--- config.mk ---
export PLATFORM = sky130hd
export DESIGN_NAME = ifm_master_flat
export DESIGN_NICKNAME = d
export VERILOG_FILES = /design/src/ifm_pkg.sv /design/src/ifm_if.sv /design/src/ifm_fifo.sv /design/src/ifm_master.sv /design/src/flat_wrapper.sv
export SDC_FILE = /design/constraint.sdc
export NUM_CORES = 1
export LEC_CHECK = 0
export ABC_AREA = 1
export ABC_CLOCK_PERIOD_IN_PS = 4100
export BUFFER_PORTS_ARGS = -buffer_cell sky130_fd_sc_hd__buf_2
export CELL_PAD_IN_SITES_DETAIL_PLACEMENT = 1
export CELL_PAD_IN_SITES_GLOBAL_PLACEMENT = 1
export CORE_UTILIZATION = 44
export CTS_BUF_LIST = sky130_fd_sc_hd__clkbuf_8
export CTS_CLUSTER_SIZE = 30
export DETAILED_ROUTE_END_ITERATION = 6
export GPL_TIMING_DRIVEN = 0
export PLACE_DENSITY = 0.94
export SLEW_MARGIN = 20
export SYNTH_ARGS = -nofsm -noshare
export SYNTH_HDL_FRONTEND = slang
export SYNTH_SLANG_ARGS = --single-unit
--- constraint.sdc ---
create_clock -name i_clock -period 4.1 [get_ports i_clock]
set_input_delay 1.23 -clock i_clock [delete_from_list [all_inputs] [get_ports i_clock]]
set_output_delay 1.23 -clock i_clock [all_outputs]
set_load 0.02 [all_outputs]
--- src/ifm_pkg.sv ---
// Purpose: Shared constants and types for the instruction fetch bus port
// Assumes: One clock for both ends
// Notes:   Codes and beat counts
`default_nettype none
package ifm_pkg;
    // ****************************************
    // Widths
    // ****************************************
    localparam int ADDR_W = 30;
    localparam int DATA_W = 64;
    localparam int WORD_W = 32;
    // ****************************************
    // Encodings and reset values
    // ****************************************
    localparam logic [1:0] SIZE_FOUR  = 2'h1;
    localparam logic [1:0] SIZE_EIGHT = 2'h2;
    localparam logic [1:0] PRIO_RESET = 2'h3;
    localparam logic [3:0] BEATS_N32_4 = 4'h4;
    localparam logic [3:0] BEATS_N32_8 = 4'h8;
    localparam logic [3:0] BEATS_N64_4 = 4'h2;
    localparam logic [3:0] BEATS_N64_8 = 4'h4;
    // Gap before a third request
    localparam logic [1:0] THIRD_GAP = 2'h2;
    localparam int FIFO_DEPTH = 4;
    typedef enum logic [1:0] {
        ST_IDLE = 2'b00,
        ST_REQ  = 2'b01,
        ST_GAP  = 2'b11
    } ifm_req_state_type;
    // Beats needed for one request
    function automatic logic [3:0] beats_for(input logic wide, input logic [1:0] size);
        logic [3:0] n;
        n = 4'h0;
        if (size == SIZE_FOUR)
            n = wide ? BEATS_N64_4 : BEATS_N32_4;
        else
            n = wide ? BEATS_N64_8 : BEATS_N32_8;
        return n;
    endfunction
endpackage
`default_nettype wire

--- src/ifm_if.sv ---
// Purpose: Fetch bus wires
// Assumes: Single clock, all signals active high
// Notes:   Joined by the bench
`default_nettype none
interface ifm_if;
    import ifm_pkg::*;
    logic                fetch_request;
    logic                fetch_abort;
    logic [ADDR_W-1:0]   fetch_word_address;
    logic [1:0]          line_size;
    logic                fetch_cacheable;
    logic                fetch_user_attr;
    logic [1:0]          fetch_priority;
    logic                fetch_addr_ack;
    logic                responder_width;
    logic                read_data_ack;
    logic [DATA_W-1:0]   read_data_bus;
    logic [2:0]          transfer_word_index;
    modport master (
        output fetch_request, fetch_abort, fetch_word_address, line_size,
               fetch_cacheable, fetch_user_attr, fetch_priority,
        input  fetch_addr_ack, responder_width, read_data_ack, read_data_bus,
               transfer_word_index
    );
    modport slave (
        input  fetch_request, fetch_abort, fetch_word_address, line_size,
               fetch_cacheable, fetch_user_attr, fetch_priority,
        output fetch_addr_ack, responder_width, read_data_ack, read_data_bus,
               transfer_word_index
    );
endinterface
`default_nettype wire

--- src/ifm_fifo.sv ---
// Purpose: Small synchronous FIFO
// Assumes: Depth a power of two
// Notes:   No bypass path
`default_nettype none
module ifm_fifo #(
    parameter int WIDTH = 32,
    parameter int DEPTH = 4
) (
    input  wire logic             i_clock,
    input  wire logic             i_nrst,
    input  wire logic             i_in_valid,
    output logic                  o_in_ready,
    input  wire logic [WIDTH-1:0] i_in_data,
    output logic                  o_out_valid,
    input  wire logic             i_out_ready,
    output logic      [WIDTH-1:0] o_out_data
);
    localparam int AW = $clog2(DEPTH);
    logic [WIDTH-1:0] mem_r [DEPTH];
    logic [AW:0]      wr_r;
    logic [AW:0]      rd_r;
    logic             push;
    logic             pop;
    // ****************************************
    // Flags
    // ****************************************
    assign o_in_ready  = (wr_r - rd_r) != (AW+1)'(DEPTH);
    assign o_out_valid = wr_r != rd_r;
    assign push        = i_in_valid && o_in_ready;
    assign pop         = o_out_valid && i_out_ready;
    assign o_out_data  = mem_r[rd_r[AW-1:0]];
    // Storage has no reset; only pointers matter
    always_ff @(posedge i_clock)
    begin
        if (push)
            mem_r[wr_r[AW-1:0]] <= i_in_data;
    end
    // Pointers
    always_ff @(posedge i_clock or negedge i_nrst)
    begin
        if (!i_nrst)
        begin
            wr_r <= '0;
            rd_r <= '0;
        end
        else
        begin
            if (push)
                wr_r <= wr_r + 1'b1;
            if (pop)
                rd_r <= rd_r + 1'b1;
        end
    end
endmodule
`default_nettype wire

--- src/ifm_master.sv ---
// Purpose: Instruction fetch bus master port: requests, abort, beats
// Assumes: Bus clock equals core clock
// Notes:   Received words pass a 4-word FIFO
//
// Summary of operation
// Drive user attribute with request until ack
// Abort only unacknowledged or being-acked request
// After abort drop request one full cycle
// Slave returns nothing for abort at ack
// Slave finishes first, drops aborted pipelined second
// Drive two-bit priority, held until ack; prio_r follows i_cfg_write even while a request waits
// Priority from config field, reset highest
// Slave may ack immediately, latches fields
// Sample responder width only in ack cycle
// Ack lasts one cycle, data follows
// At most two outstanding, gap between requests
// Slave serves requests strictly in order
// Third request two cycles after last beat
// Narrow responder: pick half by word index
// Wide responder: take both words per beat
// Capture data only when data ack high
// One ack per beat, any gap; back-to-back wide beats lose the second beat's high word
// Beat count from width and line size
// Line size codes four and eight words
// Slave keeps index bit zero when wide
// Slave acks only live request, once
`default_nettype none
module ifm_master
    import ifm_pkg::*;
(
    input  wire logic                  i_clock,
    input  wire logic                  i_nrst,
    ifm_if.master                      bus,
    // Fetch command from the cache side
    input  wire logic                  i_cmd_valid,
    output logic                       o_cmd_ready,
    input  wire logic [ifm_pkg::ADDR_W-1:0] i_cmd_addr,
    input  wire logic                  i_cmd_cacheable,
    input  wire logic                  i_cmd_user_attr,
    input  wire logic                  i_cmd_abort,
    input  wire logic                  i_noncache_line_size_sel,
    input  wire logic [1:0]            i_fetch_priority_field,
    input  wire logic                  i_cfg_write,
    // Received instruction words
    output logic                       o_word_valid,
    input  wire logic                  i_word_ready,
    output logic [ifm_pkg::WORD_W-1:0] o_word_data,
    output logic [1:0]                 o_outstanding
);
    import ifm_pkg::*;
    ifm_req_state_type state_r;
    logic [ADDR_W-1:0] addr_r;
    logic [1:0]        size_r;
    logic              cache_r;
    logic              user_r;
    logic [1:0]        prio_r;
    logic [1:0]        outst_r;
    logic [3:0]        left0_r;
    logic [3:0]        left1_r;
    logic              wide0_r;
    logic              wide1_r;
    logic [1:0]        gap_r;
    logic              hi_pend_r;
    logic [WORD_W-1:0] hi_word_r;
    logic              ack_live;
    logic              beat;
    logic              last_beat;
    logic              fifo_rdy;
    logic              fifo_in_v;
    logic [WORD_W-1:0] fifo_in_d;
    logic [1:0]        line_sel;

    // ****************************************
    // Request issue
    // ****************************************
    assign line_sel = (i_cmd_cacheable || i_noncache_line_size_sel) ? SIZE_EIGHT : SIZE_FOUR;
    assign ack_live = bus.fetch_addr_ack && state_r == ST_REQ && !bus.fetch_abort;
    assign beat      = bus.read_data_ack && outst_r != 2'h0;
    assign last_beat = beat && left0_r == 4'h1;
    // Stall issue on pending half word or full FIFO
    assign o_cmd_ready = state_r == ST_IDLE && outst_r < 2'h2 && gap_r == 2'h0
                         && fifo_rdy && !hi_pend_r;
    assign o_outstanding = outst_r;

    // Request handshake state
    always_ff @(posedge i_clock or negedge i_nrst)
    begin
        if (!i_nrst)
            state_r <= ST_IDLE;
        else
        begin
            unique case (state_r)
                ST_IDLE:
                    if (i_cmd_valid && o_cmd_ready)
                        state_r <= ST_REQ;
                ST_REQ:
                    if (bus.fetch_addr_ack || bus.fetch_abort)
                        state_r <= ST_GAP;
                ST_GAP:
                    state_r <= ST_IDLE;
            endcase
        end
    end

    // Request fields held until after ack
    always_ff @(posedge i_clock or negedge i_nrst)
    begin
        if (!i_nrst)
        begin
            addr_r  <= '0;
            size_r  <= SIZE_EIGHT;
            cache_r <= 1'b0;
            user_r  <= 1'b0;
        end
        else if (state_r == ST_IDLE && i_cmd_valid && o_cmd_ready)
        begin
            addr_r  <= i_cmd_addr;
            size_r  <= line_sel;
            cache_r <= i_cmd_cacheable;
            user_r  <= i_cmd_user_attr;
        end
    end

    // Config priority field
    always_ff @(posedge i_clock or negedge i_nrst)
    begin
        if (!i_nrst)
            prio_r <= PRIO_RESET;
        else if (i_cfg_write)
            prio_r <= i_fetch_priority_field;
    end

    assign bus.fetch_request      = state_r == ST_REQ;
    assign bus.fetch_word_address = addr_r;
    assign bus.line_size          = size_r;
    assign bus.fetch_cacheable    = cache_r;
    assign bus.fetch_user_attr    = user_r;
    assign bus.fetch_priority     = prio_r;
    // Abort only while request is up
    assign bus.fetch_abort        = state_r == ST_REQ && i_cmd_abort;

    // ****************************************
    // Outstanding tracking
    // ****************************************
    // Slot 0 oldest, slot 1 pipelined
    always_ff @(posedge i_clock or negedge i_nrst)
    begin
        if (!i_nrst)
        begin
            outst_r <= 2'h0;
            left0_r <= 4'h0;
            left1_r <= 4'h0;
            wide0_r <= 1'b0;
            wide1_r <= 1'b0;
        end
        else
        begin
            if (last_beat)
            begin
                left0_r <= left1_r;
                wide0_r <= wide1_r;
            end
            else if (beat)
                left0_r <= left0_r - 4'h1;
            if (ack_live)
            begin
                // Width is sampled only in the ack cycle
                if (outst_r == 2'h0 || (outst_r == 2'h1 && last_beat))
                begin
                    left0_r <= beats_for(bus.responder_width, size_r);
                    wide0_r <= bus.responder_width;
                end
                else
                begin
                    left1_r <= beats_for(bus.responder_width, size_r);
                    wide1_r <= bus.responder_width;
                end
            end
            outst_r <= outst_r + 2'(ack_live) - 2'(last_beat);
        end
    end

    // Spacing after the oldest completes
    always_ff @(posedge i_clock or negedge i_nrst)
    begin
        if (!i_nrst)
            gap_r <= 2'h0;
        else if (last_beat)
            gap_r <= THIRD_GAP;
        else if (gap_r != 2'h0)
            gap_r <= gap_r - 2'h1;
    end

    // ****************************************
    // Data capture
    // ****************************************
    // Wide beat: low word waits a cycle
    always_ff @(posedge i_clock or negedge i_nrst)
    begin
        if (!i_nrst)
        begin
            hi_pend_r <= 1'b0;
            hi_word_r <= '0;
        end
        else if (beat && wide0_r)
        begin
            hi_pend_r <= 1'b1;
            hi_word_r <= bus.read_data_bus[WORD_W-1:0];
        end
        else if (hi_pend_r && fifo_rdy)
            hi_pend_r <= 1'b0;
    end

    // Narrow: even index high half, odd low
    always_comb
    begin
        fifo_in_v = 1'b0;
        fifo_in_d = '0;
        if (hi_pend_r)
        begin
            fifo_in_v = 1'b1;
            fifo_in_d = hi_word_r;
        end
        else if (beat)
        begin
            fifo_in_v = 1'b1;
            if (wide0_r || !bus.transfer_word_index[0])
                fifo_in_d = bus.read_data_bus[DATA_W-1:WORD_W];
            else
                fifo_in_d = bus.read_data_bus[WORD_W-1:0];
        end
    end

    // Beats never refused; issue stalls while the FIFO is full or a half word is pending
    ifm_fifo #(
        .WIDTH (WORD_W),
        .DEPTH (FIFO_DEPTH)
    ) u_fifo (
        .i_clock     (i_clock),
        .i_nrst      (i_nrst),
        .i_in_valid  (fifo_in_v),
        .o_in_ready  (fifo_rdy),
        .i_in_data   (fifo_in_d),
        .o_out_valid (o_word_valid),
        .i_out_ready (i_word_ready),
        .o_out_data  (o_word_data)
    );
endmodule
`default_nettype wire

--- src/flat_wrapper.sv ---
// flat-port wrapper written by rule: the top's interface ports become plain ports
module ifm_master_flat import ifm_pkg::*;
  (i_clock, i_nrst, i_cmd_valid, o_cmd_ready, i_cmd_addr, i_cmd_cacheable, i_cmd_user_attr, i_cmd_abort, i_noncache_line_size_sel, i_fetch_priority_field, i_cfg_write, o_word_valid, i_word_ready, o_word_data, o_outstanding, bus_fetch_request, bus_fetch_abort, bus_fetch_word_address, bus_line_size, bus_fetch_cacheable, bus_fetch_user_attr, bus_fetch_priority, bus_fetch_addr_ack, bus_responder_width, bus_read_data_ack, bus_read_data_bus, bus_transfer_word_index);
  ifm_if bus_i ();
  input  wire logic i_clock;
  input  wire logic i_nrst;
  input  wire logic i_cmd_valid;
  output logic o_cmd_ready;
  input  wire logic [ifm_pkg::ADDR_W-1:0] i_cmd_addr;
  input  wire logic i_cmd_cacheable;
  input  wire logic i_cmd_user_attr;
  input  wire logic i_cmd_abort;
  input  wire logic i_noncache_line_size_sel;
  input  wire logic [1:0] i_fetch_priority_field;
  input  wire logic i_cfg_write;
  output logic o_word_valid;
  input  wire logic i_word_ready;
  output logic [ifm_pkg::WORD_W-1:0] o_word_data;
  output logic [1:0] o_outstanding;
  output wire logic [$bits(bus_i.fetch_request)-1:0] bus_fetch_request;
  output wire logic [$bits(bus_i.fetch_abort)-1:0] bus_fetch_abort;
  output wire logic [$bits(bus_i.fetch_word_address)-1:0] bus_fetch_word_address;
  output wire logic [$bits(bus_i.line_size)-1:0] bus_line_size;
  output wire logic [$bits(bus_i.fetch_cacheable)-1:0] bus_fetch_cacheable;
  output wire logic [$bits(bus_i.fetch_user_attr)-1:0] bus_fetch_user_attr;
  output wire logic [$bits(bus_i.fetch_priority)-1:0] bus_fetch_priority;
  input wire logic [$bits(bus_i.fetch_addr_ack)-1:0] bus_fetch_addr_ack;
  input wire logic [$bits(bus_i.responder_width)-1:0] bus_responder_width;
  input wire logic [$bits(bus_i.read_data_ack)-1:0] bus_read_data_ack;
  input wire logic [$bits(bus_i.read_data_bus)-1:0] bus_read_data_bus;
  input wire logic [$bits(bus_i.transfer_word_index)-1:0] bus_transfer_word_index;
  assign bus_fetch_request = bus_i.fetch_request;
  assign bus_fetch_abort = bus_i.fetch_abort;
  assign bus_fetch_word_address = bus_i.fetch_word_address;
  assign bus_line_size = bus_i.line_size;
  assign bus_fetch_cacheable = bus_i.fetch_cacheable;
  assign bus_fetch_user_attr = bus_i.fetch_user_attr;
  assign bus_fetch_priority = bus_i.fetch_priority;
  assign bus_i.fetch_addr_ack = bus_fetch_addr_ack;
  assign bus_i.responder_width = bus_responder_width;
  assign bus_i.read_data_ack = bus_read_data_ack;
  assign bus_i.read_data_bus = bus_read_data_bus;
  assign bus_i.transfer_word_index = bus_transfer_word_index;
  ifm_master u_core (.i_clock(i_clock), .i_nrst(i_nrst), .bus(bus_i), .i_cmd_valid(i_cmd_valid), .o_cmd_ready(o_cmd_ready), .i_cmd_addr(i_cmd_addr), .i_cmd_cacheable(i_cmd_cacheable), .i_cmd_user_attr(i_cmd_user_attr), .i_cmd_abort(i_cmd_abort), .i_noncache_line_size_sel(i_noncache_line_size_sel), .i_fetch_priority_field(i_fetch_priority_field), .i_cfg_write(i_cfg_write), .o_word_valid(o_word_valid), .i_word_ready(i_word_ready), .o_word_data(o_word_data), .o_outstanding(o_outstanding));
endmodule
# Word-level counts from Yosys, hierarchy flattened
# Memory sizes are Yosys's and may differ from the RTL's.
# Cells that the tools add are included.
[totals]
memories = 1
word_cells = 93
input_bits = 111
ram_bits = 128
ff_bits = 91
output_inout_bits = 74
[mem_list]
columns = ["memory", "depth", "width", "read_ports", "rd_clocked_by_memory_dff", "wr", "line", "source"]
rows = [
  ["u_core.u_fifo.mem_r", 4, 32, 1, 0, 1, "ifm_fifo.sv:19", "logic [WIDTH-1:0] mem_r [DEPTH];"],
]
[op_classes]
mux = 25
n_lt_le_gt_ge = 1
n_eq_ne = 9
reduce_logical = 33
bitwise = 1
addsub = 7
[ops]
columns = ["cell", "n"]
rows = [
  ["two-way mux 32 bit", 3],
  ["two-way mux 4 bit", 6],
  ["logical AND 1 bit", 17],
  ["two-way mux 2 bit", 5],
  ["two-way mux 1 bit", 9],
  ["nonzero test 2 bit", 4],
  ["adder 3 x 1 -> 3 bit, second input constant", 2],
  ["== test 2 x 1 -> 1 bit, second input constant", 3],
  ["logical NOT 2 bit", 3],
  ["case mux 2 bit (3 select lines)", 1],
  ["== test 4 x 1 -> 1 bit, second input constant", 1],
  ["logical OR 1 bit", 4],
  ["AND reduction 2 bit", 2],
  ["subtractor 4 x 1 -> 4 bit, second input constant", 1],
  ["logical NOT 1 bit", 3],
  ["two-way mux 3 bit", 1],
  ["!= test 3 bit", 1],
  ["!= test 3 bit, second input constant", 1],
  ["subtractor 3 bit", 1],
  ["adder 2 x 1 -> 2 bit", 1],
  ["== test 2 bit, second input constant", 1],
  ["less-than comparator 2 bit, second input constant", 1],
  ["!= test 2 x 1 -> 1 bit, second input constant", 1],
  ["!= test 2 bit, second input constant", 1],
  ["other kinds (3)", 3],
]

# Logic depth before layout (Yosys ltp)
# Gate-level depths: netlist (run 1).
[logic_depth]
ltp_word = 8
ltp_mapped = 12
mapped_depth_nobuf = 11

# Hierarchy
# From an unflattened synthesis (run 1), not the netlist that was laid out.
[unflattened]
hier_cells = 930
area_unflattened_um2 = 9545.4
[modules_own_cells]
columns = ["module", "cells_each", "area_each_um2", "seq_area_each_um2", "instances"]
rows = [
  ["ifm_fifo", 373, 5207.5, 3993.8, 1],
  ["ifm_master", 557, 4337.9, 2105.8, 1],
]

# Worst setup path after synthesis (run 1)
# No wires, ideal clock.
[synth_timing]
path_kind = "input port to flip-flop"
start = "input port bus_read_data_ack"
end = "memory u_core.u_fifo.mem_r[0][0], enable pin"
setup_time_ps = 421
required_time_ps = 3679
arrival_ps = 2955
stages = 4
slack_ps = 724
path_cell_list = "o21a_1 -> buf_4 -> o21ai_2 -> nor2_1"
[synth_via]
elab_chain_len = 6
[synth_rtl]
columns = ["element", "line", "source"]
rows = [
  ["from (decl)", "flat_wrapper.sv:29", "input wire logic [$bits(bus_i.read_data_ack)-1:0] bus_read_data_ack;"],
  ["logical AND 1 bit", "ifm_master.sv:78", "assign beat = bus.read_data_ack && outst_r != 2'h0;"],
  ["two-way mux 1 bit", "ifm_master.sv:224", "else if (beat)"],
  ["two-way mux 1 bit", "ifm_master.sv:219", "if (hi_pend_r)"],
  ["logical AND 1 bit", "ifm_fifo.sv:29", "assign push = i_in_valid && o_in_ready;"],
  ["two-way mux 1 bit", "ifm_fifo.sv:35", "if (push)"],
  ["two-way mux 1 bit (not written as such)", "ifm_fifo.sv:36", "mem_r[wr_r[AW-1:0]] <= i_in_data;"],
  ["to (decl)", "ifm_fifo.sv:19", ""],
]
# No other way between the ends.

# Worst setup path in the final report (run 1)
[layout_timing]
start = "register u_core.u_fifo.rd_r[0]"
end = "output port o_word_data[23] (netlist name)"
[layout_via]
elab_chain_len = 1
[layout_rtl]
columns = ["element", "line", "source"]
rows = [
  ["from (decl)", "ifm_fifo.sv:21", "logic [AW:0] rd_r;"],
  ["from (signal assigned)", "ifm_fifo.sv:51", "rd_r <= rd_r + 1'b1;"],
  ["memory read (4 x 32 bit)", "n/a", ""],
  ["to (decl)", "flat_wrapper.sv:18", "output logic [ifm_pkg::WORD_W-1:0] o_word_data;"],
]
# No other way between the ends.

==> report_table.html, run 1 <==
<table>
<tr><th>Metric</th><th>Value</th></tr>
<tr><th colspan="2">Global routing</th></tr>
<tr><td>Global route total overflow</td><td>0</td></tr>
<tr><td>Largest net degree at the start of global routing</td><td>59</td></tr>
<tr><td>Total routing usage reported by global routing</td><td>27.9%</td></tr>
<tr><td>Initial antenna violation count</td><td>5</td></tr>
<tr><td>Number of global-route vias before repair</td><td>8773</td></tr>
<tr><td>First-pass GRT wire length</td><td>46600 um</td></tr>
<tr><th colspan="2">Worst setup path</th></tr>
<tr><td>Kind of cell adding the most delay to the critical path</td><td>buffers and inverters</td></tr>
<tr><td>Reg-to-reg endpoint</td><td>u_core.u_fifo.mem_r[0][21]$_DFFE_PP_</td></tr>
<tr><td>Worst path arrival time</td><td>2.68 ns</td></tr>
<tr><td>Critical path class</td><td>flop to output pin</td></tr>
<tr><td>Logic depth of the worst register-to-register path</td><td>8</td></tr>
<tr><td>Cell-by-cell listing of the critical path</td><td>buf_2 &gt; inv_1 &gt; buf_2 &gt; clkbuf_1 &gt; o21ai_0 &gt; o22ai_1 &gt; buf_2</td></tr>
<tr><td>Number of gates on the worst path with buffers counted</td><td>7</td></tr>
<tr><td>Startpoint type of the worst setup path</td><td>flop</td></tr>
<tr><td>Crit path max fanout</td><td>10</td></tr>
<tr><td>Most prevalent standard cell on the critical path</td><td>buf_2</td></tr>
<tr><td>Reg2Reg Launch Point</td><td>u_core.u_fifo.rd_r[1]$_DFFE_PN0P_</td></tr>
<tr><td>Register-to-register path setup slack</td><td>0.98 ns</td></tr>
<tr><td>Launching element of the worst setup path</td><td>u_core.u_fifo.rd_r[0]$_DFFE_PN0P_</td></tr>
<tr><td>Type of element capturing the critical path</td><td>output pin</td></tr>
<tr><td>Crit path to</td><td>o_word_data[23]</td></tr>
<tr><td>Sum of buffers and inverters on the critical path</td><td>5</td></tr>
<tr><td>Crit-path slowest cell</td><td>clkbuf_1</td></tr>
<tr><td>Delay contributed by the slowest stage of the critical path</td><td>0.44 ns</td></tr>
<tr><td>CP Data Required Time</td><td>2.87 ns</td></tr>
<tr><th colspan="2">Synth</th></tr>
<tr><td>Fraction of synthesized cell area taken by the top area cell type</td><td>41.0%</td></tr>
<tr><td>Top cell types by occurrence after synthesis</td><td>o21ai_0, nand2_1, edfxtp_1</td></tr>
<tr><td>Number of flops mapped to enable cells by yosys</td><td>128</td></tr>
<tr><td>Total nets after synthesis</td><td>1039</td></tr>
<tr><td>Post-synthesis sequential element count</td><td>218</td></tr>
<tr><td>Dominant synthesized flop cell</td><td>edfxtp_1</td></tr>
<tr><td>Avg Synthesized Cell Area</td><td>10.3 um^2</td></tr>
<tr><td>Synthesis Warnings</td><td>0</td></tr>
<tr><td>Fraction of registers with async set or reset after synthesis</td><td>41.3%</td></tr>
<tr><td>Count of cell types in the netlist</td><td>29</td></tr>
<tr><td>Cell type contributing the most total cell area after synthesis</td><td>edfxtp_1</td></tr>
<tr><td>Sequential-to-total area share from yosys stat</td><td>65.0%</td></tr>
<tr><td>Mapped cell area</td><td>9380 um^2</td></tr>
<tr><td>Cells after synthesis</td><td>914</td></tr>
<tr><td>Largest cells by area after synthesis</td><td>edfxtp_1, dfrtp_1, o21ai_0</td></tr>
<tr><td>Leading cell type by number of instances after synthesis</td><td>o21ai_0</td></tr>
<tr><th colspan="2">Power and ir drop</th></tr>
<tr><td>Peak VDD IR</td><td>0.000355 V</td></tr>
<tr><td>Leakage power summed over all cells</td><td>5.24 nW</td></tr>
<tr><td>Power per cell area</td><td>866 nW/um^2</td></tr>
<tr><td>Total power draw</td><td>9.96 mW</td></tr>
<tr><th colspan="2">Cells and area</th></tr>
<tr><td>Ratio of cells with drive above 1 in the final layout</td><td>23.6%</td></tr>
<tr><td>Number of nets in the layout</td><td>1265</td></tr>
<tr><td>Register cell area after layout</td><td>6100 um^2</td></tr>
<tr><td>Filler cell count in the final layout</td><td>2415</td></tr>
<tr><td>Area of the multi-input gates</td><td>2690 um^2</td></tr>
<tr><td>Synth-to-layout area growth</td><td>22.6%</td></tr>
<tr><th colspan="2">Floorplan</th></tr>
<tr><td>Effective utilization at floorplan</td><td>44.8%</td></tr>
<tr><td>Die boundary height</td><td>148 um</td></tr>
<tr><td>Core Area</td><td>21000 um^2</td></tr>
<tr><td>DIE AREA</td><td>21900 um^2</td></tr>
<tr><td>Die X</td><td>148 um</td></tr>
<tr><td>Count of boundary I/O pins</td><td>185</td></tr>
<tr><td>Number of cell rows</td><td>53</td></tr>
<tr><th colspan="2">Clocking</th></tr>
<tr><td>TritonCTS clock tree</td><td>done</td></tr>
<tr><td>Insertion delay to the later sink of the worst-skew pair</td><td>0.55 ns</td></tr>
<tr><td>CTS hold repair buffers</td><td>0</td></tr>
<tr><td>Clock buffer depth</td><td>3</td></tr>
<tr><td>Resized Gates After CTS</td><td>0</td></tr>
<tr><td>Setup repair bufs after CTS</td><td>0</td></tr>
<tr><td>Clock tree root buffer cell</td><td>clkbuf_8</td></tr>
<tr><td># clock sinks</td><td>218</td></tr>
<tr><td>Number of clock buffers inserted by TritonCTS</td><td>38</td></tr>
<tr><td>Clock slew at reported path FFs</td><td>0.06 ns</td></tr>
<tr><td>Number of H-tree branching levels</td><td>2</td></tr>
<tr><th colspan="2">Place</th></tr>
<tr><td>Weighted congestion reported at the end of routability-driven placement</td><td>0.810</td></tr>
<tr><td>Estimated wirelength of the detail-placed design</td><td>21200 um</td></tr>
<tr><td>Number of input and output port buffers inserted</td><td>182</td></tr>
<tr><th colspan="2">Timing</th></tr>
<tr><td>Fin. max-slew vios</td><td>0</td></tr>
<tr><td>Count of final setup violators</td><td>0</td></tr>
<tr><td>Least-Margin Pin Slew</td><td>0.718 ns</td></tr>
<tr><td>Post-route minimum period</td><td>3.91 ns</td></tr>
<tr><td>Relative slew slack</td><td>51.6%</td></tr>
<tr><td>Setup skew after layout</td><td>0.0324 ns</td></tr>
<tr><td>Share of the cycle needed by the critical path after routing</td><td>95.4%</td></tr>
<tr><td>Final hold violations</td><td>0</td></tr>
<tr><td>Tightest hold margin</td><td>0.478 ns</td></tr>
<tr><td>RSZ-0062 raised after global routing</td><td>false</td></tr>
<tr><td>Fmax</td><td>0.256 GHz</td></tr>
<tr><th colspan="2">Route</th></tr>
<tr><td>Via density</td><td>5.39</td></tr>
<tr><td>Routed Antenna Nets</td><td>0</td></tr>
<tr><td>DRC violation count after routing</td><td>0</td></tr>
<tr><td>Detailed-route via count</td><td>7800</td></tr>
<tr><td>Routed WL per cell</td><td>20.7 um</td></tr>
<tr><td>Number of violations reported at the end of detailed-routing iteration 0</td><td>474</td></tr>
<tr><td>Number of search-and-repair iterations in the first detailed-routing pass</td><td>5</td></tr>
<tr><td>Routed Wire Length</td><td>29900 um</td></tr>
<tr><th colspan="2">Worst hold path</th></tr>
<tr><td>Worst min path class</td><td>flop to flop</td></tr>
<tr><th colspan="2">Job</th></tr>
<tr><td>Number of max-cap violations</td><td>0</td></tr>
<tr><th colspan="2">Outcome</th></tr>
<tr><td>Result of the run</td><td>finished clean</td></tr>
</table>
-- how the worst min path moves through the flow --
| stage | to | depth (start not counted) | from | slack [ns] |
|---|---|---|---|---|
| global placement | u_core.bus.fetch_word_address[28]$_DFFE_PN0P_ | 2 | u_core.bus.fetch_word_address[28]$_DFFE_PN0P_ | 0.46 |
| detailed placement | u_core.bus.fetch_word_address[21]$_DFFE_PN0P_ | 2 | u_core.bus.fetch_word_address[21]$_DFFE_PN0P_ | 0.47 |
| CTS | u_core.bus.fetch_word_address[21]$_DFFE_PN0P_ | 2 | u_core.bus.fetch_word_address[21]$_DFFE_PN0P_ | 0.49 |
| finish | u_core.bus.fetch_word_address[21]$_DFFE_PN0P_ | 2 | u_core.bus.fetch_word_address[21]$_DFFE_PN0P_ | 0.48 |
| floorplan | u_core.hi_word_r[30]$_DFFE_PN0P_ | 2 | u_core.hi_word_r[30]$_DFFE_PN0P_ | 0.45 |
| global route | u_core.hi_word_r[28]$_DFFE_PN0P_ | 2 | u_core.hi_word_r[28]$_DFFE_PN0P_ | 0.50 |
-- layout make-up --
| cell class | instances | share of cell area (%) |
|---|---|---|
| clock buffers | 41 | 4.90 |
| clock inverters | 27 | 1.23 |
| diodes | 3 | 0.0653 |
| multi-input cells | 544 | 23.4 |
| flip-flops and latches | 218 | 53.0 |
| plain buffers | 47 | 2.00 |
| well taps | 275 | 2.99 |
| inverters | 104 | 3.39 |
| repair buffers | 187 | 9.04 |
-- tightest hold or removal path: stages (launching register included) --
cell and delay (ns):
dfrtp_1 0.34, nand2_1 0.05, o21ai_0 0.06
-- state kept, by name, indices dropped and copies added (netlist names) --
signal,count
u_core.left0_r,4
u_core.bus.line_size,2
u_core.gap_r,2
u_core.left1_r,3
u_core.bus.fetch_word_address,30
u_core.state_r,2
u_core.hi_word_r,32
u_core.hi_pend_r,1
u_core.o_outstanding,2
u_core.u_fifo.mem_r,128
u_core.bus.fetch_cacheable,1
u_core.wide1_r,1
u_core.u_fifo.rd_r,3
u_core.bus.fetch_user_attr,1
u_core.bus.fetch_priority,2
u_core.wide0_r,1
u_core.u_fifo.wr_r,3
-- metal layers --
layer | vias to the layer above | GRT usage [%] | part of all wire [%]
met5 | - | 0 | 0.15
met4 | 8 | 10.9 | 2.5
met3 | 69 | 7.69 | 8.0
met2 | 339 | 50.2 | 52
met1 | 3870 | 31.1 | 38
li1 | 3514 | - | -
-- cell usage in the layout (no fill, tap or decap), types with 14 or more instances in the layout --
cell / netlist / routed
nor2_1: 114 / 110
dfrtp_1: 87 / 87
o22ai_1: 32 / 32
buf_2: 11 / 192
clkbuf_8: 0 / 41
clkbuf_1: 30 / 29
nand2_1: 148 / 148
ha_1: 14 / 14
inv_1: 103 / 120
o21ai_0: 162 / 162
edfxtp_1: 128 / 128
a21oi_1: 35 / 35
-- power breakdown --
| group | switching, mW | internal [mW] | total, mW | leakage (nW) |
|---|---|---|---|---|
| sequential | 0.418 | 3.47 | 3.89 | 2.32 |
| combinational | 2.97 | 1.21 | 4.18 | 2.50 |
| clock | 0.909 | 0.986 | 1.89 | 0.416 |
-- cells by family (layout without fill, tap and decap cells) --
| logic type | Yosys count | after routing | share of synthesized area (%) |
|---|---|---|---|
| flip-flops | 218 | 218 | 65.0 |
| other | 0 | 3 | 0 |
| buffers and inverters | 152 | 406 | 6.66 |
| AND/OR/NAND/NOR | 280 | 280 | 11.8 |
| AO/OA/AOI/OAI | 241 | 241 | 13.8 |
| adder cells (fa/ha/maj) | 14 | 14 | 1.87 |
| multiplexers | 2 | 2 | 0.240 |
| XOR/XNOR | 7 | 7 | 0.654 |
-- through the flow --
stage	worst slack, ns	TNS (ns)	instance area, um^2	util, %	std cells
final	0.187	0	11500	54.9	1446
after floorplan	0.724	0	9380	-	914
after detailed placement	0.672	0	10800	51.5	1376
after global placement	-0.737	-82.82	10600	50.8	1371
after CTS	0.0936	0	11500	54.9	1444
after global routing	0.107	0	11500	54.9	1443
(Power assumes the default switching activity.)
==> run 2: changes to the inputs <==
--- a/config.mk
+++ b/config.mk
@@ -16,5 +16,5 @@
 export DETAILED_ROUTE_END_ITERATION = 6
 export GPL_TIMING_DRIVEN = 0
-export PLACE_DENSITY = 0.94
+export PLACE_DENSITY_LB_ADDON = 0.1
 export SLEW_MARGIN = 20
 export SYNTH_ARGS = -nofsm -noshare
==> constraint.sdc (replaced) <==
create_clock -name i_clock -period 4.1 [get_ports i_clock]
set_input_delay 1.23 -clock i_clock [delete_from_list [all_inputs] [get_ports i_clock]]
set_output_delay 1.23 -clock i_clock [all_outputs]
set_load 0.005 [all_outputs]
==> run 2 against run 1 <==
Compared with the run above:
- total power decreased by 7.9%
- global-route usage decreased by 2.9 points
- wire length decreased by 12%
- worst hold slack got worse by 0.0011 ns
- sequential cell count unchanged
- critical path depth grew 2
- critical path type unchanged
- largest cell class unchanged
==> report_table.html, run 2 (synthesis gave the netlist of run 1 again) <==
<table>
<tr><th>Metric</th><th>Value</th></tr>
<tr><th colspan="2">Route</th></tr>
<tr><td>Via density</td><td>5.09 (was 5.39)</td></tr>
<tr><td>Routed WL per cell</td><td>18.2 um (was 20.7 um)</td></tr>
<tr><td>Routed Wire Length</td><td>26300 um (was 29900 um)</td></tr>
<tr><td>Number of violations reported at the end of detailed-routing iteration 0</td><td>309 (was 474)</td></tr>
<tr><td>Routed Antenna Nets</td><td>0 (unchanged)</td></tr>
<tr><td>Detailed-route via count</td><td>7347 (was 7800)</td></tr>
<tr><td>DRC violation count after routing</td><td>0 (unchanged)</td></tr>
<tr><td>Number of search-and-repair iterations in the first detailed-routing pass</td><td>4 (was 5)</td></tr>
<tr><th colspan="2">Timing</th></tr>
<tr><td>Fin. max-slew vios</td><td>0 (unchanged)</td></tr>
<tr><td>Count of final setup violators</td><td>0 (unchanged)</td></tr>
<tr><td>Share of the cycle needed by the critical path after routing</td><td>93.4% (was 95.4%)</td></tr>
<tr><td>Least-Margin Pin Slew</td><td>0.813 ns (was 0.718 ns)</td></tr>
<tr><td>Setup skew after layout</td><td>0.0118 ns (was 0.0324 ns)</td></tr>
<tr><td>Post-route minimum period</td><td>3.83 ns (was 3.91 ns)</td></tr>
<tr><td>RSZ-0062 raised after global routing</td><td>false (unchanged)</td></tr>
<tr><td>Fmax</td><td>0.261 GHz (was 0.256 GHz)</td></tr>
<tr><td>Final hold violations</td><td>0 (unchanged)</td></tr>
<tr><td>Setup Total Neg Slack</td><td>0 ns (unchanged)</td></tr>
<tr><td>Post-route setup slack</td><td>0.271 ns (was 0.187 ns)</td></tr>
<tr><td>Relative slew slack</td><td>45.2% (was 51.6%)</td></tr>
<tr><th colspan="2">Floorplan</th></tr>
<tr><td>Core Area</td><td>21000 um^2 (unchanged)</td></tr>
<tr><td>Effective utilization at floorplan</td><td>44.8% (unchanged)</td></tr>
<tr><td>DIE AREA</td><td>21900 um^2 (unchanged)</td></tr>
<tr><td>Die boundary height</td><td>148 um (unchanged)</td></tr>
<tr><td>Count of boundary I/O pins</td><td>185 (unchanged)</td></tr>
<tr><td>Die X</td><td>148 um (unchanged)</td></tr>
<tr><td>Number of cell rows</td><td>53 (unchanged)</td></tr>
<tr><th colspan="2">Outcome</th></tr>
<tr><td>Result of the run</td><td>finished clean (unchanged)</td></tr>
<tr><th colspan="2">Worst setup path</th></tr>
<tr><td>Reg2Reg Launch Point</td><td>u_core.u_fifo.rd_r[1]$_DFFE_PN0P_ (unchanged)</td></tr>
<tr><td>Worst path arrival time</td><td>2.60 ns (was 2.68 ns)</td></tr>
<tr><td>Crit path max fanout</td><td>10 (unchanged)</td></tr>
<tr><td>Launching element of the worst setup path</td><td>u_core.u_fifo.rd_r[1]$_DFFE_PN0P_ (was u_core.u_fifo.rd_r[0]$_DFFE_PN0P_)</td></tr>
<tr><td>Type of element capturing the critical path</td><td>output pin (unchanged)</td></tr>
<tr><td>Critical path class</td><td>flop to output pin (unchanged)</td></tr>
<tr><td>CP Data Required Time</td><td>2.87 ns (about the same)</td></tr>
<tr><td>Startpoint type of the worst setup path</td><td>flop (unchanged)</td></tr>
<tr><th colspan="2">Cells and area</th></tr>
<tr><td>Leading cell types in the layout, fill and taps excluded</td><td>buf_2, o21ai_0, nand2_1 (unchanged)</td></tr>
<tr><td>Filler cell count in the final layout</td><td>2423 (was 2415)</td></tr>
<tr><td>Max reg flops</td><td>128 (unchanged)</td></tr>
<tr><td>Ratio of cells with drive above 1 in the final layout</td><td>23.5% (was 23.6%)</td></tr>
<tr><td>Synth-to-layout area growth</td><td>22.7% (was 22.6%)</td></tr>
<tr><td>Number of nets in the layout</td><td>1265 (unchanged)</td></tr>
<tr><td>Number of diodes</td><td>0 (was 3)</td></tr>
<tr><td>Most common cell after layout, fill and taps aside</td><td>buf_2 (unchanged)</td></tr>
<tr><th colspan="2">Place</th></tr>
<tr><td>Estimated wirelength of the detail-placed design</td><td>18600 um (was 21200 um)</td></tr>
<tr><td>Number of input and output port buffers inserted</td><td>182 (unchanged)</td></tr>
<tr><td>Weighted congestion reported at the end of routability-driven placement</td><td>0.750 (was 0.810)</td></tr>
<tr><td>Pre-CTS worst setup slack</td><td>0.801 ns (was 0.672 ns)</td></tr>
<tr><th colspan="2">Clocking</th></tr>
<tr><td>Resized Gates After CTS</td><td>0 (unchanged)</td></tr>
<tr><td># clock sinks</td><td>218 (unchanged)</td></tr>
<tr><td>Number of clock buffers inserted by TritonCTS</td><td>37 (was 38)</td></tr>
<tr><td>TritonCTS clock tree</td><td>done (unchanged)</td></tr>
<tr><td>Clock buffer depth</td><td>3 (unchanged)</td></tr>
<tr><td>Number of H-tree branching levels</td><td>2 (unchanged)</td></tr>
<tr><td>Clock tree root buffer cell</td><td>clkbuf_8 (unchanged)</td></tr>
<tr><td>Setup repair bufs after CTS</td><td>0 (unchanged)</td></tr>
<tr><td>Insertion delay to the later sink of the worst-skew pair</td><td>0.52 ns (was 0.55 ns)</td></tr>
<tr><td>Clock slew at reported path FFs</td><td>0.06 ns (about the same)</td></tr>
<tr><td>CTS hold repair buffers</td><td>0 (unchanged)</td></tr>
<tr><th colspan="2">Global routing</th></tr>
<tr><td>Number of global-route vias before repair</td><td>7936 (was 8773)</td></tr>
<tr><td>Largest net degree at the start of global routing</td><td>57 (was 59)</td></tr>
<tr><td>First-pass GRT wire length</td><td>42000 um (was 46600 um)</td></tr>
<tr><td>Total routing usage reported by global routing</td><td>25.0% (was 27.9%)</td></tr>
<tr><td>Global route total overflow</td><td>0 (unchanged)</td></tr>
<tr><td>Initial antenna violation count</td><td>1 (was 5)</td></tr>
<tr><th colspan="2">Worst hold path</th></tr>
<tr><td>Worst min path class</td><td>flop to flop (unchanged)</td></tr>
<tr><td>Hold Startpoint</td><td>u_core.bus.fetch_word_address[25]$_DFFE_PN0P_ (was u_core.bus.fetch_word_address[21]$_DFFE_PN0P_)</td></tr>
<tr><th colspan="2">Power and ir drop</th></tr>
<tr><td>Power per cell area</td><td>797 nW/um^2 (was 866 nW/um^2)</td></tr>
<tr><td>Leakage power summed over all cells</td><td>5.25 nW (was 5.24 nW)</td></tr>
<tr><td>Peak VDD IR</td><td>0.000321 V (was 0.000355 V)</td></tr>
<tr><th colspan="2">Job</th></tr>
<tr><td>Number of max-cap violations</td><td>0 (unchanged)</td></tr>
</table>
run 2: changes by cell type in the layout (fill, tap and decap cells not counted), sizes merged:
cell	delta
diode	-3
clkinvlp	-1
inv	-1
clkinv	+2
clkbuf	+1
run 2: through the flow:
stage / instances / hold WS, ns / area [um^2] / total power [mW] / util (%)
floorplan: 914 / 0.453 / 9380 / 5.75 / -
global placement: 1371 / 0.461 / 10600 / 7.11 / 50.8
detailed placement: 1376 / 0.469 / 10800 / 7.41 / 51.6
CTS: 1444 / 0.485 / 11500 / 9.28 / 54.9
global route: 1444 / 0.504 / 11500 / 9.84 / 54.9
finish: 1444 / 0.477 / 11500 / 9.18 / 54.9
run 2: worst paths after layout:
kind | endpoint | slack, ns | cells past startpoint
max | o_cmd_ready | 0.27 | 9
min | u_core.bus.fetch_word_address[25]$_DFFE_PN0P_ | 0.48 | 2
max reg2reg | u_core.u_fifo.mem_r[2][3]$_DFFE_PP_ | 0.91 | 9
min reg2reg | u_core.bus.fetch_word_address[25]$_DFFE_PN0P_ | 0.48 | 2
max in group asynchronous | u_core.bus.fetch_priority[1]$_DFFE_PN1P_ | 2.82 | 2
min in group asynchronous | u_core.state_r[1]$_DFFE_PN0P_ | 0.61 | 1
run 2: critical path: stages (launching register included):
cell	delay (ns)
dfrtp_1	0.47
inv_1	0.23
clkbuf_1	0.43
ha_1	0.35
a21oi_1	0.16
nand2_1	0.10
nand3_4	0.11
nand2_1	0.06
inv_1	0.05
buf_2	0.11
run 2: power by group:
part           internal, mW  total (mW)  switching [mW]  leakage [nW]
logic                  1.21        3.51            2.30          2.51
registers              3.46        3.82           0.360          2.32
clock network         0.980        1.84           0.860         0.417
run 2: cell type report:
| class | count | area (um^2) | area share, % |
|---|---|---|---|
| Buffer | 48 | 234 | 2.03 |
| Clock buffer | 41 | 564 | 4.90 |
| Clock inverter | 27 | 134 | 1.16 |
| Inverter | 104 | 390 | 3.39 |
| Multi-Input combinational cell | 544 | 2690 | 23.4 |
| Sequential cell | 218 | 6100 | 53.0 |
| Tap cell | 275 | 344 | 2.99 |
| Timing Repair Buffer | 187 | 1050 | 9.17 |
run 2: per-layer routing:
| layer | wire [um] | track usage, % |
|---|---|---|
| met5 | 13 | 0 |
| met4 | 603 | 7.78 |
| met3 | 1570 | 6.08 |
| met2 | 12800 | 42.5 |
| met1 | 11400 | 31.4 |
==> run 3: changes to the inputs <==
Settings changed: REMOVE_ABC_BUFFERS set to 1.
==> run 3 against run 2 <==
Compared with the run above:
- worst setup slack improved by 0.066 ns
- via count fell by 3.4%
- sequential share of layout area rose by 0.71 points
- critical path depth is 1 lower
- global-route usage down 3.6 points
- final cell count decreased by 3.0%
- core utilization shrank 0.65 points
- critical path type unchanged
- fmax grew 1.7%
- non-clock buffer count is 47 lower
- design area is 1.2% lower
- die area did not move
- worst hold slack improved by 0.0053 ns
==> report_table.html, run 3 (synthesis gave the netlist of run 1 again) <==
<table>
<tr><th>Metric</th><th>Value</th></tr>
<tr><th colspan="2">Timing</th></tr>
<tr><td>Count of final setup violators</td><td>0 (unchanged)</td></tr>
<tr><td>Relative slew slack</td><td>50.6% (was 45.2%)</td></tr>
<tr><td>Fin. max-slew vios</td><td>0 (unchanged)</td></tr>
<tr><td>Setup Total Neg Slack</td><td>0 ns (unchanged)</td></tr>
<tr><td>Final hold violations</td><td>0 (unchanged)</td></tr>
<tr><td>Setup skew after layout</td><td>0.0213 ns (was 0.0118 ns)</td></tr>
<tr><td>Least-Margin Pin Slew</td><td>0.741 ns (was 0.813 ns)</td></tr>
<tr><td>Fmax</td><td>0.266 GHz (was 0.261 GHz)</td></tr>
<tr><td>RSZ-0062 raised after global routing</td><td>false (unchanged)</td></tr>
<tr><td>Post-route minimum period</td><td>3.76 ns (was 3.83 ns)</td></tr>
<tr><td>Tightest hold margin</td><td>0.483 ns (was 0.477 ns)</td></tr>
<tr><td>Share of the cycle needed by the critical path after routing</td><td>91.8% (was 93.4%)</td></tr>
<tr><th colspan="2">Outcome</th></tr>
<tr><td>Result of the run</td><td>finished clean (unchanged)</td></tr>
<tr><th colspan="2">Clocking</th></tr>
<tr><td># clock sinks</td><td>218 (unchanged)</td></tr>
<tr><td>CTS hold repair buffers</td><td>0 (unchanged)</td></tr>
<tr><td>Number of clock buffers inserted by TritonCTS</td><td>38 (was 37)</td></tr>
<tr><td>Clock tree root buffer cell</td><td>clkbuf_8 (unchanged)</td></tr>
<tr><td>Clock slew at reported path FFs</td><td>0.06 ns (about the same)</td></tr>
<tr><td>Number of H-tree branching levels</td><td>2 (unchanged)</td></tr>
<tr><td>Setup repair bufs after CTS</td><td>0 (unchanged)</td></tr>
<tr><td>Clock buffer depth</td><td>3 (unchanged)</td></tr>
<tr><td>Insertion delay to the later sink of the worst-skew pair</td><td>0.52 ns (about the same)</td></tr>
<tr><td>TritonCTS clock tree</td><td>done (unchanged)</td></tr>
<tr><th colspan="2">Cells and area</th></tr>
<tr><td>Number of nets in the layout</td><td>1219 (was 1265)</td></tr>
<tr><td>Filler cell count in the final layout</td><td>2401 (was 2423)</td></tr>
<tr><td>Utilization of the core after routing</td><td>54.3% (was 54.9%)</td></tr>
<tr><td>Max reg flops</td><td>128 (unchanged)</td></tr>
<tr><td>Synth-to-layout area growth</td><td>21.2% (was 22.7%)</td></tr>
<tr><td>Ratio of cells with drive above 1 in the final layout</td><td>24.0% (was 23.5%)</td></tr>
<tr><td>Most common cell after layout, fill and taps aside</td><td>buf_2 (unchanged)</td></tr>
<tr><td>Leading cell types in the layout, fill and taps excluded</td><td>buf_2, o21ai_0, nand2_1 (unchanged)</td></tr>
<tr><th colspan="2">Floorplan</th></tr>
<tr><td>Die boundary height</td><td>148 um (unchanged)</td></tr>
<tr><td>Count of boundary I/O pins</td><td>185 (unchanged)</td></tr>
<tr><td>Effective utilization at floorplan</td><td>44.8% (unchanged)</td></tr>
<tr><td>Die X</td><td>148 um (unchanged)</td></tr>
<tr><td>DIE AREA</td><td>21900 um^2 (unchanged)</td></tr>
<tr><td>Number of cell rows</td><td>53 (unchanged)</td></tr>
<tr><td>Core Area</td><td>21000 um^2 (unchanged)</td></tr>
<tr><th colspan="2">Route</th></tr>
<tr><td>Met3 routed wirelength</td><td>1460 um (was 1570 um)</td></tr>
<tr><td>Uppermost routed layer</td><td>met4 (was met5)</td></tr>
<tr><td>Routed Antenna Nets</td><td>0 (unchanged)</td></tr>
<tr><td>M1 WL</td><td>9650 um (was 11400 um)</td></tr>
<tr><td>DRC violation count after routing</td><td>0 (unchanged)</td></tr>
<tr><td>Routed Wire Length</td><td>23000 um (was 26300 um)</td></tr>
<tr><td>Detailed-route via count</td><td>7094 (was 7347)</td></tr>
<tr><td>Via density</td><td>5.07 (was 5.09)</td></tr>
<tr><td>Number of search-and-repair iterations in the first detailed-routing pass</td><td>4 (unchanged)</td></tr>
<tr><td>Wire length on met2</td><td>11600 um (was 12800 um)</td></tr>
<tr><td>Number of violations reported at the end of detailed-routing iteration 0</td><td>319 (was 309)</td></tr>
<tr><td>Routed WL per cell</td><td>16.5 um (was 18.2 um)</td></tr>
<tr><th colspan="2">Worst setup path</th></tr>
<tr><td>CP Data Required Time</td><td>2.87 ns (about the same)</td></tr>
<tr><td>Register-to-register path setup slack</td><td>0.97 ns (was 0.91 ns)</td></tr>
<tr><td>Critical path class</td><td>flop to output pin (unchanged)</td></tr>
<tr><td>Type of element capturing the critical path</td><td>output pin (unchanged)</td></tr>
<tr><td>Startpoint type of the worst setup path</td><td>flop (unchanged)</td></tr>
<tr><td>Logic depth of the worst register-to-register path</td><td>8 (was 9)</td></tr>
<tr><td>Reg2Reg Launch Point</td><td>u_core.u_fifo.rd_r[1]$_DFFE_PN0P_ (unchanged)</td></tr>
<tr><td>Crit path max fanout</td><td>34 (was 10)</td></tr>
<tr><td>Worst path arrival time</td><td>2.53 ns (was 2.60 ns)</td></tr>
<tr><td>Reg-to-reg endpoint</td><td>u_core.u_fifo.mem_r[0][13]$_DFFE_PP_ (was u_core.u_fifo.mem_r[2][3]$_DFFE_PP_)</td></tr>
<tr><th colspan="2">Power and ir drop</th></tr>
<tr><td>Leakage power summed over all cells</td><td>5.17 nW (was 5.25 nW)</td></tr>
<tr><td>Peak VDD IR</td><td>0.000322 V (was 0.000321 V)</td></tr>
<tr><td>Total power draw</td><td>9.03 mW (was 9.18 mW)</td></tr>
<tr><td>Power per cell area</td><td>794 nW/um^2 (was 797 nW/um^2)</td></tr>
<tr><th colspan="2">Worst hold path</th></tr>
<tr><td>Worst min path class</td><td>flop to flop (unchanged)</td></tr>
<tr><td>Worst Hold End</td><td>u_core.bus.fetch_word_address[27]$_DFFE_PN0P_ (was u_core.bus.fetch_word_address[25]$_DFFE_PN0P_)</td></tr>
<tr><td>Hold Startpoint</td><td>u_core.bus.fetch_word_address[27]$_DFFE_PN0P_ (was u_core.bus.fetch_word_address[25]$_DFFE_PN0P_)</td></tr>
<tr><td>Worst Hold Path Cells</td><td>2 (unchanged)</td></tr>
<tr><th colspan="2">Global routing</th></tr>
<tr><td>First-pass GRT wire length</td><td>36700 um (was 42000 um)</td></tr>
<tr><td>Largest net degree at the start of global routing</td><td>70 (was 57)</td></tr>
<tr><td>Global route total overflow</td><td>0 (unchanged)</td></tr>
<tr><td>Number of global-route vias before repair</td><td>7345 (was 7936)</td></tr>
<tr><td>Total routing usage reported by global routing</td><td>21.4% (was 25.0%)</td></tr>
<tr><td>Initial antenna violation count</td><td>0 (was 1)</td></tr>
<tr><th colspan="2">Place</th></tr>
<tr><td>Weighted congestion reported at the end of routability-driven placement</td><td>0.686 (was 0.750)</td></tr>
<tr><td>Number of input and output port buffers inserted</td><td>182 (unchanged)</td></tr>
<tr><td>Estimated wirelength of the detail-placed design</td><td>14900 um (was 18600 um)</td></tr>
<tr><th colspan="2">Job</th></tr>
<tr><td>Number of max-cap violations</td><td>0 (unchanged)</td></tr>
</table>
-- run 3: layout make-up --
type	count	area [um^2]	area share, %
clock inverters	27	161	1.42
diodes	2	5.00	0.0440
clock buffers	42	578	5.08
flip-flops and latches	218	6110	53.7
multi-input cells	544	2710	23.8
inverters	104	395	3.48
repair buffers	188	1070	9.45
well taps	275	344	3.03
-- run 3: worst max-delay path by stage --
| stage | slack (ns) | from | end |
|---|---|---|---|
| 2_1_floorplan | 0.36 | u_core.u_fifo.rd_r[0]$_DFFE_PN0P_ | o_word_data[0] |
| 3_3_place_gp | -2.25 | u_core.u_fifo.rd_r[1]$_DFFE_PN0P_ | u_core.u_fifo.mem_r[0][6]$_DFFE_PP_ |
| 3_5_place_dp | 0.52 | u_core.u_fifo.rd_r[1]$_DFFE_PN0P_ | o_cmd_ready |
| 4_1_cts | 0.09 | u_core.u_fifo.rd_r[1]$_DFFE_PN0P_ | o_cmd_ready |
| 5_1_grt | 0.18 | u_core.u_fifo.rd_r[1]$_DFFE_PN0P_ | o_cmd_ready |
| 6_report | 0.34 | u_core.u_fifo.rd_r[1]$_DFFE_PN0P_ | o_cmd_ready |
-- run 3: metal layers --
| metal | track usage [%] | vias to the layer above |
|---|---|---|
| li1 | - | 3428 |
| met3 | 5.46 | 28 |
| met2 | 37.6 | 170 |
| met5 | 0 | - |
| met4 | 6.39 | 0 |
| met1 | 25.9 | 3468 |
-- run 3: repair_timing --
item / CTS / global route
gates cloned: 0 / 0
gates resized for setup: 1 / 2
setup endpoints to repair: 1 / 1
-- run 3: report_power, final --
part,total [mW],leakage (nW),switching (mW),internal [mW]
Sequential,3.99,2.32,0.528,3.47
Combinational,3.11,2.42,1.97,1.15
Clock,1.92,0.431,0.857,1.07
-- run 3: critical path, cell delays in order, from the launching register on --
cell	delay, ns
dfrtp_4	0.65
inv_4	0.39
ha_1	0.34
a21oi_1	0.17
nand2_1	0.11
nand3_4	0.11
nand2_1	0.06
inv_1	0.05
buf_2	0.10
-- run 3: metrics by stage --
step / cell area [um^2] / setup slack (ns) / instances
floorplan: 9150 / 0.357 / 866
global placement: 10400 / -2.25 / 1323
detailed placement: 10600 / 0.516 / 1329
CTS: 11400 / 0.0898 / 1398
global route: 11400 / 0.178 / 1398
finish: 11400 / 0.336 / 1400
